**config.mk**
```make
export PLATFORM = sky130hd
export DESIGN_NAME = iss_sequencer
export DESIGN_NICKNAME = d
export VERILOG_FILES = /design/src/shared/iss_pkg.sv /design/src/rtl/iss_sequencer.sv
export SDC_FILE = /design/constraint.sdc
export NUM_CORES = 1
export LEC_CHECK = 0
export ABC_AREA = 1
export BUFFER_PORTS_ARGS = -buffer_cell sky130_fd_sc_hd__buf_4
export CAP_MARGIN = 20
export CORE_MARGIN = 2
export CORE_UTILIZATION = 58
export CTS_CLUSTER_DIAMETER = 50
export DETAILED_ROUTE_END_ITERATION = 10
export PLACE_DENSITY_LB_ADDON = 0.12
export SYNTH_ARGS = -nofsm -noshare
export SYNTH_HDL_FRONTEND = slang
export SYNTH_SLANG_ARGS = --single-unit
```
**constraint.sdc**
```tcl
create_clock -name clk -period 2.85 [get_ports clk]
set_clock_uncertainty 0.05 [all_clocks]
set_input_delay 0.57 -clock clk [delete_from_list [all_inputs] [get_ports clk]]
set_output_delay 0.57 -clock clk [all_outputs]
set_load 0.05 [all_outputs]
```
**src/shared/iss_pkg.sv**
```systemverilog
// Purpose: Shared constants and types for the interrupt and return-stack sequencer.
// Assumes: Data memory addresses are 8 bits, program counter is 12 bits.
// Notes: Every offset, field position and vector lives here.
package iss_pkg;

	// Register locations in data memory.
	localparam logic [7:0] ISS_ADDR_CTRL_FIRST = 8'h0b;
	localparam logic [7:0] ISS_ADDR_CTRL_SECOND = 8'h1e;

	// Field positions in the first control register.
	localparam int ISS_B_GLOBAL_EN = 0;
	localparam int ISS_B_CMP_EN = 1;
	localparam int ISS_B_EXT0_EN = 2;
	localparam int ISS_B_EXT1_EN = 3;
	localparam int ISS_B_CMP_FLAG = 4;
	localparam int ISS_B_EXT0_FLAG = 5;
	localparam int ISS_B_EXT1_FLAG = 6;

	// Field positions in the second control register.
	localparam int ISS_B_PWM_EN = 0;
	localparam int ISS_B_TMR0_EN = 1;
	localparam int ISS_B_TMR1_EN = 2;
	localparam int ISS_B_PWM_FLAG = 4;
	localparam int ISS_B_TMR0_FLAG = 5;
	localparam int ISS_B_TMR1_FLAG = 6;

	// Stack geometry and reset values.
	localparam int ISS_STACK_DEPTH = 8;
	localparam logic [3:0] ISS_LEVEL_EMPTY = 4'h0;
	localparam logic [3:0] ISS_LEVEL_FULL = 4'h8;
	localparam logic [7:0] ISS_CTRL_RESET = 8'h00;
	localparam logic [11:0] ISS_PC_RESET = 12'h000;

	// Source count, in priority order (index 0 served first).
	localparam int ISS_NSRC = 6;

	// Vectors for each source in priority order.
	localparam logic [11:0] ISS_VEC_CMP = 12'h004;
	localparam logic [11:0] ISS_VEC_EXT0 = 12'h008;
	localparam logic [11:0] ISS_VEC_EXT1 = 12'h00c;
	localparam logic [11:0] ISS_VEC_PWM = 12'h010;
	localparam logic [11:0] ISS_VEC_TMR0 = 12'h014;
	localparam logic [11:0] ISS_VEC_TMR1 = 12'h018;

	// Core instruction command carried each cycle.
	typedef struct packed {
		logic call;
		logic plain_return;
		logic return_from_interrupt;
		logic [11:0] pc;
	} iss_core_cmd_t;

	// Data-memory access from the core.
	typedef struct packed {
		logic wr;
		logic [7:0] addr;
		logic [7:0] wdata;
	} iss_mem_req_t;

endpackage : iss_pkg
```
**src/rtl/iss_sequencer.sv**
```systemverilog
// Purpose: Interrupt flags, enables, priority vectoring and the 8-level return stack.
// Assumes: One instruction sample per clock; core issues no call or return while ack is high.
// Notes: Status and other registers are never saved; software keeps them.
//
// Contract
// - Eight-level stack, program counter only, hidden.
// - Push program counter on call and acknowledgment.
// - Return pops stack and reloads program counter.
// - Reset leaves stack level pointer empty.
// - Full stack withholds acknowledgment, flags still set.
// - Call on full stack drops oldest entry.
// - Acknowledgment clears global enable; flags keep setting.
// - Nesting when enables set again, stack free.
// - Any source request wakes halted device.
// - Only program counter saved on entry.
// - Comparator falling edge sets comparator flag.
// - Comparator vectors 04H, clears flag, global enable.
// - External edges, selectable polarity, flags bits 5,6.
// - External vectors 08H or 0CH, clear flags.
// - PWM period sets bit 4, vectors 10H.
// - Timer zero sets bit 5, vectors 14H.
// - Timer one sets bit 6, vectors 18H.
// - Control registers at 0BH and 1EH.
// - Fixed priority comparator first, timer one last.
// - Interrupt return sets global enable; plain return not.
// - First register bits 0-3 are enables.
// - Flags stay set until serviced or cleared.
`timescale 1ns/1ps
`default_nettype none

module iss_sequencer
	import iss_pkg::*;
(
	// Clock and reset.
	input wire logic clk,
	input wire logic rst,
	// Core instruction stream.
	input wire iss_core_cmd_t core_cmd,
	output logic irq_ack,
	output logic [11:0] irq_vector,
	output logic [11:0] return_pc,
	output logic return_valid,
	// Data-memory access to the control registers.
	input wire iss_mem_req_t mem_req,
	output logic [7:0] mem_rdata,
	output logic mem_hit,
	// Event sources.
	input wire logic comparator_out,
	input wire logic ext_group_zero_input_a,
	input wire logic ext_group_zero_input_b,
	input wire logic ext_group_zero_input_c,
	input wire logic ext_input_one,
	input wire logic ext_rising_select,
	input wire logic pwm_period_event,
	input wire logic timer_zero_overflow,
	input wire logic timer_one_overflow,
	// Power management.
	output logic wake_request
);

	// Returns the vector for a source index in priority order.
	function automatic logic [11:0] iss_vector(input int idx);
		case (idx)
			0: iss_vector = ISS_VEC_CMP;
			1: iss_vector = ISS_VEC_EXT0;
			2: iss_vector = ISS_VEC_EXT1;
			3: iss_vector = ISS_VEC_PWM;
			4: iss_vector = ISS_VEC_TMR0;
			default: iss_vector = ISS_VEC_TMR1;
		endcase
	endfunction : iss_vector

	// Stack storage and level pointer; neither is visible to software.
	logic [11:0] stack_mem [ISS_STACK_DEPTH];
	logic [3:0] stack_level_pointer;
	logic [2:0] stack_top_idx;

	// Enable bits of both control registers.
	logic global_irq_enable;
	logic comparator_irq_enable;
	logic ext_group_zero_enable;
	logic ext_input_one_enable;
	logic pwm_period_enable;
	logic timer_zero_enable;
	logic timer_one_enable;

	// Sticky request flags, priority order.
	logic [ISS_NSRC-1:0] req_flag;
	logic [ISS_NSRC-1:0] src_enable;
	logic [ISS_NSRC-1:0] src_event;
	logic [ISS_NSRC-1:0] clr_by_sw;
	logic [ISS_NSRC-1:0] grant;

	// Previous input levels for edge detection.
	logic cmp_prev;
	logic [3:0] ext_prev;
	logic [3:0] ext_now;
	logic [3:0] ext_edge;

	// Decoded register writes.
	logic wr_first;
	logic wr_second;
	logic stack_full;
	logic do_ret;

	assign stack_full = (stack_level_pointer == ISS_LEVEL_FULL);
	assign wr_first = mem_req.wr && (mem_req.addr == ISS_ADDR_CTRL_FIRST);
	assign wr_second = mem_req.wr && (mem_req.addr == ISS_ADDR_CTRL_SECOND);
	assign do_ret = core_cmd.plain_return || core_cmd.return_from_interrupt;
	assign src_enable = {timer_one_enable, timer_zero_enable, pwm_period_enable,
		ext_input_one_enable, ext_group_zero_enable, comparator_irq_enable};

	// Edge detection on the sampled pins; polarity chosen by the ext_rising_select input.
	assign ext_now = {ext_input_one, ext_group_zero_input_c, ext_group_zero_input_b,
		ext_group_zero_input_a};
	assign ext_edge = ext_rising_select ? (ext_now & ~ext_prev) : (~ext_now & ext_prev);
	assign src_event[0] = cmp_prev && !comparator_out;
	assign src_event[1] = |ext_edge[2:0];
	assign src_event[2] = ext_edge[3];
	assign src_event[3] = pwm_period_event;
	assign src_event[4] = timer_zero_overflow;
	assign src_event[5] = timer_one_overflow;

	// Software clear: a write that puts a zero in a flag bit.
	assign clr_by_sw[0] = wr_first && !mem_req.wdata[ISS_B_CMP_FLAG];
	assign clr_by_sw[1] = wr_first && !mem_req.wdata[ISS_B_EXT0_FLAG];
	assign clr_by_sw[2] = wr_first && !mem_req.wdata[ISS_B_EXT1_FLAG];
	assign clr_by_sw[3] = wr_second && !mem_req.wdata[ISS_B_PWM_FLAG];
	assign clr_by_sw[4] = wr_second && !mem_req.wdata[ISS_B_TMR0_FLAG];
	assign clr_by_sw[5] = wr_second && !mem_req.wdata[ISS_B_TMR1_FLAG];

	// Fixed priority grant; the full stack holds back every acknowledgment.
	always_comb begin
		grant = '0;
		irq_ack = 1'b0;
		irq_vector = ISS_PC_RESET;
		if (global_irq_enable && !stack_full && !do_ret) begin
			for (int i = ISS_NSRC - 1; i >= 0; i--) begin
				if (req_flag[i] && src_enable[i]) begin
					grant = '0;
					grant[i] = 1'b1;
					irq_vector = iss_vector(i);
				end
			end
			irq_ack = |grant;
		end
	end

	// Any pending flag wakes the halted core, whatever the enables.
	assign wake_request = |req_flag;

	// Edge history registers.
	always_ff @(posedge clk) begin
		if (rst) begin
			cmp_prev <= 1'b0;
			ext_prev <= 4'h0;
		end else begin
			cmp_prev <= comparator_out;
			ext_prev <= ext_now;
		end
	end

	// Request flags: event sets win over software clear and over service.
	always_ff @(posedge clk) begin
		if (rst) begin
			req_flag <= '0;
		end else begin
			for (int i = 0; i < ISS_NSRC; i++) begin
				if (src_event[i]) begin
					req_flag[i] <= 1'b1;
				end else if (grant[i] || clr_by_sw[i]) begin
					req_flag[i] <= 1'b0;
				end
			end
		end
	end

	// Enable bits; acknowledgment and return-from-interrupt own the global bit.
	always_ff @(posedge clk) begin
		if (rst) begin
			global_irq_enable <= 1'b0;
			comparator_irq_enable <= 1'b0;
			ext_group_zero_enable <= 1'b0;
			ext_input_one_enable <= 1'b0;
			pwm_period_enable <= 1'b0;
			timer_zero_enable <= 1'b0;
			timer_one_enable <= 1'b0;
		end else begin
			if (wr_first) begin
				global_irq_enable <= mem_req.wdata[ISS_B_GLOBAL_EN];
				comparator_irq_enable <= mem_req.wdata[ISS_B_CMP_EN];
				ext_group_zero_enable <= mem_req.wdata[ISS_B_EXT0_EN];
				ext_input_one_enable <= mem_req.wdata[ISS_B_EXT1_EN];
			end
			if (wr_second) begin
				pwm_period_enable <= mem_req.wdata[ISS_B_PWM_EN];
				timer_zero_enable <= mem_req.wdata[ISS_B_TMR0_EN];
				timer_one_enable <= mem_req.wdata[ISS_B_TMR1_EN];
			end
			if (irq_ack) begin
				global_irq_enable <= 1'b0;
			end else if (core_cmd.return_from_interrupt) begin
				global_irq_enable <= 1'b1;
			end
		end
	end

	// The stack is a circular buffer: a call at full overwrites the oldest slot.
	assign stack_top_idx = 3'(stack_level_pointer - 4'h1);
	always_ff @(posedge clk) begin
		if (rst) begin
			stack_level_pointer <= ISS_LEVEL_EMPTY;
		end else if (irq_ack || core_cmd.call) begin
			if (!stack_full) begin
				stack_level_pointer <= stack_level_pointer + 4'h1;
			end
		end else if (do_ret && stack_level_pointer != ISS_LEVEL_EMPTY) begin
			stack_level_pointer <= stack_level_pointer - 4'h1;
		end
	end

	// Ring base rotates on overflow so only the newest eight survive.
	logic [2:0] ring_base;
	logic [2:0] push_slot;
	assign push_slot = 3'(ring_base + stack_level_pointer[2:0]);
	always_ff @(posedge clk) begin
		if (rst) begin
			ring_base <= 3'h0;
		end else if ((irq_ack || core_cmd.call) && stack_full) begin
			ring_base <= ring_base + 3'h1;
		end
	end

	// Only the program counter is stored; nothing else is saved.
	always_ff @(posedge clk) begin
		if (irq_ack || core_cmd.call) begin
			stack_mem[push_slot] <= core_cmd.pc;
		end
	end

	// Popped address registered for the core.
	always_ff @(posedge clk) begin
		if (rst) begin
			return_pc <= ISS_PC_RESET;
			return_valid <= 1'b0;
		end else begin
			return_valid <= do_ret && !irq_ack;
			if (do_ret) begin
				return_pc <= stack_mem[3'(ring_base + stack_top_idx)];
			end
		end
	end

	// Read-back of both control registers; unused bits read zero.
	always_ff @(posedge clk) begin
		if (rst) begin
			mem_rdata <= ISS_CTRL_RESET;
			mem_hit <= 1'b0;
		end else begin
			mem_hit <= (mem_req.addr == ISS_ADDR_CTRL_FIRST) ||
				(mem_req.addr == ISS_ADDR_CTRL_SECOND);
			if (mem_req.addr == ISS_ADDR_CTRL_FIRST) begin
				mem_rdata <= {1'b0, req_flag[2:0], ext_input_one_enable,
					ext_group_zero_enable, comparator_irq_enable, global_irq_enable};
			end else if (mem_req.addr == ISS_ADDR_CTRL_SECOND) begin
				mem_rdata <= {1'b0, req_flag[5:3], 1'b0, timer_one_enable,
					timer_zero_enable, pwm_period_enable};
			end else begin
				mem_rdata <= ISS_CTRL_RESET;
			end
		end
	end

	// Acknowledge only with all three conditions present.
	a_ack_needs_enable: assert property (@(posedge clk) disable iff (rst)
		irq_ack |-> global_irq_enable && !stack_full && (|(req_flag & src_enable)))
		else $error("ack without enable");
	a_ack_clears_global: assert property (@(posedge clk) disable iff (rst)
		irq_ack |=> !global_irq_enable) else $error("global enable kept after ack");
	a_full_blocks_ack: assert property (@(posedge clk) disable iff (rst)
		stack_full |-> !irq_ack) else $error("ack with full stack");
	a_push_grows_level: assert property (@(posedge clk) disable iff (rst)
		(core_cmd.call && !stack_full) |=> stack_level_pointer == $past(stack_level_pointer) + 4'h1)
		else $error("push did not grow level");
	a_return_from_interrupt_sets_global: assert property (@(posedge clk) disable iff (rst)
		(core_cmd.return_from_interrupt && !irq_ack && !wr_first) |=> global_irq_enable)
		else $error("interrupt return left global off");
	a_cmp_edge_flag: assert property (@(posedge clk) disable iff (rst)
		src_event[0] |=> req_flag[0]) else $error("comparator edge lost");
	a_cmp_top_priority: assert property (@(posedge clk) disable iff (rst)
		(irq_ack && req_flag[0] && comparator_irq_enable) |-> irq_vector == ISS_VEC_CMP)
		else $error("comparator not first");
	a_level_bounded: assert property (@(posedge clk) disable iff (rst)
		stack_level_pointer <= ISS_LEVEL_FULL) else $error("level beyond eight");

	// A call at full keeps eight levels and moves the ring base past the lost entry.
	a_full_call_level: assert property (@(posedge clk) disable iff (rst)
		(core_cmd.call && stack_full) |=> stack_full && ring_base == $past(ring_base) + 3'h1)
		else $error("overflow call did not rotate the ring");
	a_return_pops: assert property (@(posedge clk) disable iff (rst)
		(do_ret && !core_cmd.call && stack_level_pointer != ISS_LEVEL_EMPTY)
		|=> stack_level_pointer == $past(stack_level_pointer) - 4'h1)
		else $error("return did not pop level");
	a_grant_clears_flag: assert property (@(posedge clk) disable iff (rst)
		(grant[0] && !src_event[0]) |=> !req_flag[0]) else $error("serviced flag kept");

endmodule : iss_sequencer

`default_nettype wire

```
# ---- After elaboration in Yosys (flattened, before gate mapping)
# Memories as Yosys holds them, arrays and structs flattened. A register that Yosys moved wholly into a read port is not among the register bits.
# Index checks and enable logic that the tools add are counted.
# W data, S select, Z words.
dict set report totals {
  regBits 35
  ram_bits 96
  output_inout_bits 36
  memories 1
}
dict set report op_classes {
  addsub 5
  eq_ne 4
  n_mux 38
  n_bitwise 4
  reduce_logical 51
}
# memory depth width rd rd_ports_with_merged_regs write_ports line
set mem_list {}
lappend mem_list {stack_mem 8 12 1 1 1 iss_sequencer.sv:74} ;# logic [11:0] stack_mem [ISS_STACK_DEPTH];
# cell count
set ops {}
lappend ops {{$mux W12} 6}
lappend ops {{$mux W6} 8}
lappend ops {{$logic_and A1 B1 Y1} 20}
lappend ops {{$mux W1} 17}
lappend ops {{$mux W4} 4}
lappend ops {{$reduce_bool A2 Y1} 8}
lappend ops {{$mux W7} 2}
lappend ops {{$reduce_or A6 Y1} 2}
lappend ops {{$logic_or A1 B1 Y1} 9}
lappend ops {{$and A4 B4 Y4} 2}
lappend ops {{$eq A8 B4 Y1 const B} 1}
lappend ops {{$eq A8 B5 Y1 const B} 1}
lappend ops {{$not A4 Y4} 2}
lappend ops {{$logic_not A1 Y1} 7}
lappend ops {{$add A3 B3 Y3} 2}
lappend ops {{$mux W5} 1}
lappend ops {{$add A4 B1 Y4 const B} 1}
lappend ops {{$eq A4 B4 Y1 const B} 1}
lappend ops {{$reduce_bool A4 Y1} 1}
lappend ops {{$reduce_or A2 Y1} 2}
lappend ops {{$sub A4 B1 Y4 const B} 1}
lappend ops {{$add A3 B1 Y3 const B} 1}
lappend ops {{$reduce_or A3 Y1} 1}
lappend ops {{$ne A2 B2 Y1 const B} 1}
lappend ops {{$reduce_and A2 Y1} 1}

# ---- Logic depth before layout (Yosys ltp)
# Gate-level depths: netlist of the first run.
dict set report logic_depth {
  depth_word 13
  ltp_mapped 14
}

# ---- Worst setup path after synthesis of the first run
# Ideal clock, no wire load.
dict set report synth_timing {
  path_type {input port to output port}
  startpoint {input port core_cmd[12] in the netlist's numbering}
  endpoint {output port irq_vector[4]}
  arrival_time_ps 2383
  slack_ps -153
  stages 5
  path_cell_list {nor2_4 > nand2_1 > inv_1 > nand2_1 > nor4_1}
}
dict set report synth_between {
  elab_chain_len 4
}
# element line
set synth_rtl {}
lappend synth_rtl {{start, declared} iss_sequencer.sv:38} ;# input wire iss_core_cmd_t core_cmd,
lappend synth_rtl {{$logic_or A1 B1 Y1} iss_sequencer.sv:109} ;# assign do_ret = core_cmd.plain_return || core_cmd.return_from_interrupt;
lappend synth_rtl {{$logic_not A1 Y1} iss_sequencer.sv:137} ;# if (global_irq_enable && !stack_full && !do_ret) begin
lappend synth_rtl {{$logic_and A1 B1 Y1} iss_sequencer.sv:137}
lappend synth_rtl {{$mux W12} iss_sequencer.sv:137}
lappend synth_rtl {{end, declared} iss_sequencer.sv:40} ;# output logic [11:0] irq_vector,
# No other way between the ends.

# ---- Final worst setup path of the first run
dict set report layout_timing {
  startpoint {register stack_level_pointer[0]}
  endpoint {output port irq_vector[4]}
}
dict set report layout_between {
  elab_chain_len 5
}
# element line
set layout_rtl {}
lappend layout_rtl {{start, declared} iss_sequencer.sv:75} ;# logic [3:0] stack_level_pointer;
lappend layout_rtl {{start signal, assigned} iss_sequencer.sv:215} ;# stack_level_pointer <= stack_level_pointer + 4'h1;
lappend layout_rtl {{start signal, assigned} iss_sequencer.sv:218} ;# stack_level_pointer <= stack_level_pointer - 4'h1;
lappend layout_rtl {{$eq A4 B4 Y1} iss_sequencer.sv:106} ;# assign stack_full = (stack_level_pointer == ISS_LEVEL_FULL);
lappend layout_rtl {{$logic_not A1 Y1} --}
lappend layout_rtl {{$logic_and A1 B1 Y1 (2 in a row)} iss_sequencer.sv:137}
lappend layout_rtl {{$mux W12} iss_sequencer.sv:137}
# No other way between the ends.

==> results of run 1 <==
-- registers in the layout, summed over array words and instances (netlist names), 3 cells and up --
| signal | cells |
|---|---|
| stack_mem | 96 |
| ring_base | 3 |
| return_pc | 12 |
| req_flag | 6 |
| ext_prev | 4 |
| mem_rdata | 7 |
| stack_level_pointer | 4 |
-- report_power, final --
group / internal [mW] / switching (mW)
registers: 2.37 / 0.0717
clock network: 1.33 / 0.816
logic: 0.520 / 0.977
-- through the flow --
| stage | std cells | utilization | worst slack, ps | hold WS (ps) | cell area [um2] |
|---|---|---|---|---|---|
| floorplan | 637 | - | 271 | 379 | 6190 |
| global placement | 835 | 0.665 | 286 | 387 | 6870 |
| detailed placement | 835 | 0.665 | 236 | 406 | 6870 |
| CTS | 867 | 0.722 | 81.1 | 200 | 7450 |
| global route | 867 | 0.722 | 39.4 | 205 | 7460 |
| finish | 867 | 0.722 | 140 | 220 | 7460 |
-- final cells by class --
type                    count  area share
multi-input cells         395       0.257
well taps                 136      0.0228
repair buffers             96      0.0983
inverters                  66      0.0332
flip-flops and latches    142       0.510
clock inverters            15      0.0230
clock buffers              17      0.0555
-- worst paths after layout --
kind / slack, ps / start / cells past startpoint / end
worst max-delay path: 140 / stack_level_pointer[0]$_SDFFE_PP0P_ / 7 / irq_vector[4]
worst min register to register: 410 / cmp_prev$_SDFF_PP0_ / 2 / req_flag[0]$_SDFFE_PP0P_
worst max register to register: 300 / ring_base[0]$_SDFFE_PP0P_ / 7 / stack_mem[7][3]$_DFFE_PP_
worst min-delay path: 220 / core_cmd[1] / 1 / stack_mem[6][1]$_DFFE_PP_
-- what timing repair did --
action | in CTS | in global routing
setup buffers | 0 | 0
hold buffers | 0 | 0
endpoints found under the hold margin | 0 | 0
endpoints found under the setup margin | 0 | 1
resized for setup | 0 | 1
-- per-layer routing --
layer	up-vias	GRT usage	routed length, um
met5	-	0	0
met4	0	0.103	167
met3	11	0.0669	948
met2	168	0.393	6230
met1	2118	0.328	5900
li1	2271	-	-
-- cell families after synthesis --
kind of cell / count (synthesis)
adder cells (fa/ha/maj): 7
AO/OA/AOI/OAI: 131
buffers and inverters: 100
AND/OR/NAND/NOR: 240
flip-flops: 142
other: 1
XOR/XNOR: 7
-- layout by cell type, fill, tap and decap left out, types with 2 or more instances in the layout --
master and instances:
a21oi_1 30, buf_4 95, bufinv_16 3, clkbuf_16 16, clkinv_1 3, clkinv_2 2, clkinv_4 2, clkinvlp_4 5
conb_1 10, dfxtp_1 45, edfxtp_1 96, fa_1 2, ha_1 5, inv_1 62, inv_2 3, nand2_1 80
nand2_2 3, nand3_1 29, nand3b_1 3, nor2_1 105, nor3_1 11, nor3b_1 2, nor4_1 2, o211ai_1 2
o21ai_0 80, o21ai_1 11, o22ai_1 6, xor2_1 4
==> flow_metrics.tcl, run 1 <==
set metrics [dict create \
    status "finished, final reports clean" \
    slew_headroom 0.489 \
    min_path_type "input port to register" \
    wl_um 13200 \
    synth_area_per_cell_um2 9.79 \
    ios 79 \
    power_mw 6.08 \
    clkLatencyLatePin_ps 520 \
    synth_top_area_share 0.469 \
    multi_input_area_um2 1910 \
    drtIter0Drc 279 \
    cts_made_buffers 17 \
    grt_overflow 0 \
    nets 768 \
    drc 0 \
    via_per_inst 5.27 \
    fin_crit_sh 0.951 \
    h-tree-depth 4 \
    grt_max_degree 30 \
    n_fill_cell 755 \
    p_leak_nw 3.07 \
    synth_cell_types 36 \
    synthFlopType "edfxtp_1" \
    fp-row-count 37 \
    critPathKind "register to output pin" \
    synth_most_common_cell "nor2_1" \
    start_util 0.596 \
    max_freq_ghz 0.369 \
    worst_slew_pin_slew_ps 761 \
    yosys-top-cells-area "edfxtp_1 (47%), dfxtp_1 (15%), o21ai_0 (6.5%), nor2_1 (6.4%), nand2_1 (4.9%)" \
    antenna_found_initial 0 \
    cp_cell_sequence "inv_1 > ha_1 > nand3_2 > buf_4 > nand2_1 > nor4_2 > buf_4" \
    tns_ps 0 \
    die_h_um 107 \
    synth_common_cells "nor2_1 (105), edfxtp_1 (96), nand2_1 (80), o21ai_0 (80), inv_1 (62)" \
    pwr_density_cell_nw_per_um2 816 \
    ys_async_sr_fraction 0 \
    ys_seq_elements 142 \
    synth-compound-area-share 0.109 \
    register_area_um2 3800 \
    hold_viol_final 0 \
    yosys_warnings 0 \
    synth_adder_area_share 0.0167 \
    synth_cells 628 \
    coreArea_um2 10300 \
    cp_slowest_stage_delay_ps 370 \
    cpMostUsedCell "buf_4" \
    ir_drop_mv 0.578 \
    cts_buffer_depth 2 \
    critPathLaunchType "register" \
    area_growth_pct 21.2 \
    synth_mux_area_frac 0 \
    path_buf_inv 3 \
    grtUsageTotal 0.249 \
    gp_congestion 0.903 \
    clk_pin_slew_ps 60 \
    synth_top_family_by_area "simple AND/OR/NAND/NOR gates" \
    antenna_left 0 \
    synth_enable_flop_cells 96 \
    fp.dieArea_um2 11400 \
    dr_total_vias 4568 \
    cts-root-buf "clkbuf_8" \
    grt_pass1_vias 4398 \
    synth.largest_area_cell "edfxtp_1" \
    seq_area_frac_synth 0.618 \
    cts_tree "yes" \
    min_period_ps 2710 \
    portBuffers 67 \
    wl_per_cell_um 15.3 \
    final_max_slew_viol_count 0 \
    antenna_cells 0 \
    cp_data_required_time_ps 2230 \
    endpoint_kind "output pin" \
    grt_pass1_wl_um 21300 \
    dp_hpwl_um 9090 \
    cp_top_family "simple AND/OR/NAND/NOR gates" \
    drt_pass1_iterations 5 \
    synth_xor_area_frac 0.0142 \
    setup_viol 0 \
    drive_gt1_frac 0.192 \
    crit_arrival_ps 2090 \
    cts_sinks 142 \
    die_x_um 107 \
    mappedNetlistArea_um2 6150 \
    critPathMaxFanout 5 \
    rsz0062_at_grt "false" \
    synth-simple-area-share 0.164 \
    cp_slowest_cell "dfxtp_2" \
    cap_violations 0 \
]
Power figures use the tool's default switching activity.
==> run 2, diff against run 1 <==
ABC_AREA = 0   (was 1)
CORE_UTILIZATION = 57   (was 58)
==> flow_metrics.tcl, run 2 <==
set metrics [dict create \
    cp_cell_sequence "inv_1 > ha_2 > and3b_2 > and4bb_2 > nor2b_2 > buf_6" \
    coreArea_um2 10200 \
    setup_viol 0 \
    crit_arrival_ps 2150 \
    drc 0 \
    portBuffers 67 \
    pwr_density_cell_nw_per_um2 883 \
    antenna_left 0 \
    fp-row-count 37 \
    synth_enable_flop_cells 96 \
    path_buf_inv 2 \
    nets 610 \
    power_mw 6.55 \
    status "finished, final reports clean" \
    dpl_worst_slack_ps 11.1 \
    grt_pass1_wl_um 19900 \
    synth.largest_area_cell "edfxtp_1" \
    rsz0062_at_grt "true" \
    synth_cell_types 56 \
    start_util 0.580 \
    drive_gt1_frac 0.246 \
    area_growth_pct 24.9 \
    dp_hpwl_um 7720 \
    yosys_warnings 0 \
    drt_pass1_iterations 6 \
    wl_per_cell_um 17.3 \
    drtIter0Drc 211 \
    regMostFlops "stack_mem" \
    cp-startpoint "stack_level_pointer[0]$_SDFFE_PP0P_" \
    synth_cells 469 \
    min_path_type "input port to register" \
    hp-start "pwm_period_event" \
    wl_um 12300 \
    max_freq_ghz 0.362 \
    fp.dieArea_um2 11200 \
    synth_top_area_share 0.486 \
    cp_data_required_time_ps 2230 \
    min_period_ps 2770 \
    cp_slowest_cell "and4bb_2" \
    worst_slew_pin_slew_ps 620 \
    die_h_um 106 \
    synth_area_per_cell_um2 12.6 \
    hold_viol_final 0 \
    seq_area_frac_synth 0.641 \
    dp_cells 674 \
    critPathKind "register to output pin" \
    register_area_um2 3800 \
    post_dp_cell_area_um2 6760 \
    critPathMaxFanout 8 \
    layout_setup_ws_ps 84.0 \
    tns_ps 0 \
    endpoint_kind "output pin" \
    cap_violations 0 \
    ios 79 \
    synthFlopType "edfxtp_1" \
    cp_top_family "simple AND/OR/NAND/NOR gates" \
    final_cell_mix "edfxtp_1 (96), buf_4 (87), nand2_1 (49), mux2i_1 (48), dfxtp_1 (46)" \
    antenna_found_initial 0 \
    grt_overflow 0 \
    multi_input_area_um2 2020 \
    p_leak_nw 2.89 \
    cp_slowest_stage_delay_ps 360 \
    n_fill_cell 706 \
    final_max_slew_viol_count 0 \
    synth_common_cells "edfxtp_1 (96), nand2_1 (50), mux2i_1 (48), dfxtp_1 (46), nor2_1 (30)" \
    timing.rr.start "stack_level_pointer[0]$_SDFFE_PP0P_" \
    mappedNetlistArea_um2 5930 \
    cts_sinks 142 \
    grt_pass1_vias 3979 \
    slew_headroom 0.587 \
    ys_seq_elements 142 \
    reg.largest.list "stack_mem: 96 flops, return_pc: 12 flops, mem_rdata: 7 flops" \
    grtUsageTotal 0.234 \
    die_x_um 106 \
    cts_made_buffers 17 \
    h-tree-depth 4 \
    final_common_cell "edfxtp_1" \
    cts-root-buf "clkbuf_8" \
    ys_async_sr_fraction 0 \
    clkLatencyLatePin_ps 510 \
    fin_crit_sh 0.971 \
    antenna_cells 0 \
    gp_congestion 0.914 \
    clk_pin_slew_ps 60 \
    synth_most_common_cell "edfxtp_1" \
    dr_total_vias 4012 \
    via_per_inst 5.66 \
    grt_max_degree 31 \
    cts_buffer_depth 2 \
    cts_tree "yes" \
    ir_drop_mv 0.514 \
    yosys-top-cells-area "edfxtp_1 (49%), dfxtp_1 (16%), mux2i_1 (8.1%), nand2_1 (3.2%), nor2_1 (1.9%)" \
    critPathLaunchType "register" \
    largest_register_ffs 96 \
    final_area_um2 7410 \
    layout.cells.non_filler 709 \
]
## run 2: cell count changes after synthesis, sizes merged, moves of 9 or more
cell,previous run,this run
or3,0,12
nand3,30,11
mux2i,0,48
a21oi,30,21
nor2,107,30
o21ai,91,14
nand2,84,50
inv,65,12
## run 2: metal layers
metal	up-vias	global-route usage	routed length (um)
li1	1897	-	-
met1	1943	0.292	5070
met4	0	0.105	212
met3	20	0.0478	730
met2	152	0.396	6250
met5	-	0	0
## run 2: metrics by stage
step | utilization | hold WS [ps]
final | 0.724 | 217
after global routing | 0.724 | 224
after CTS | 0.720 | 199
after detailed placement | 0.661 | 402
after global placement | 0.661 | 397
after floorplan | - | 385
## run 2: worst paths after layout
| check | slack [ps] | end | cells past startpoint |
|---|---|---|---|
| max | 80 | irq_vector[4] | 6 |
| min reg2reg | 410 | req_flag[0]$_SDFFE_PP0P_ | 2 |
| min | 220 | req_flag[3]$_SDFFE_PP0P_ | 3 |
| max reg2reg | 130 | return_pc[11]$_SDFFE_PP0P_ | 9 |
## run 2: cell type report
type                    count  area share
clock inverters            11      0.0211
repair buffers             93       0.103
inverters                  12     0.00608
flip-flops and latches    142       0.513
multi-input cells         294       0.273
clock buffers              21      0.0606
well taps                 136      0.0230
## run 2: cell families (layout without fill, tap and decap cells)
| group | after synthesis | after routing | share of synthesized area |
|---|---|---|---|
| AOI/OAI and AO/OA | 70 | 70 | 0.0780 |
| xor gates and xnor gates | 8 | 8 | 0.0162 |
| adders and majority gates | 7 | 7 | 0.0173 |
| buffers and inverters | 42 | 137 | 0.0388 |
| DFF | 142 | 142 | 0.641 |
| muxes | 48 | 48 | 0.0810 |
| other | 1 | 10 | 0.000632 |
| and+or+nand+nor | 151 | 151 | 0.127 |
## run 2: power by group
part	internal (mW)	switching (mW)
Clock	1.39	0.817
Sequential	2.43	0.0968
Combinational	0.733	1.08
Total	4.55	2.00
## run 2: timing repair
| item | CTS | global route |
|---|---|---|
| pin swaps | 0 | 2 |
| setup endpoints to repair | 4 | 15 |
| hold buffers | 0 | 0 |
| setup buffers | 0 | 3 |
| gates resized for setup | 3 | 4 |
## run 2: tightest hold or removal path, cell delays in order
cell and delay [ps]:
buf_4 80, a31oi_1 30, nor2_1 70
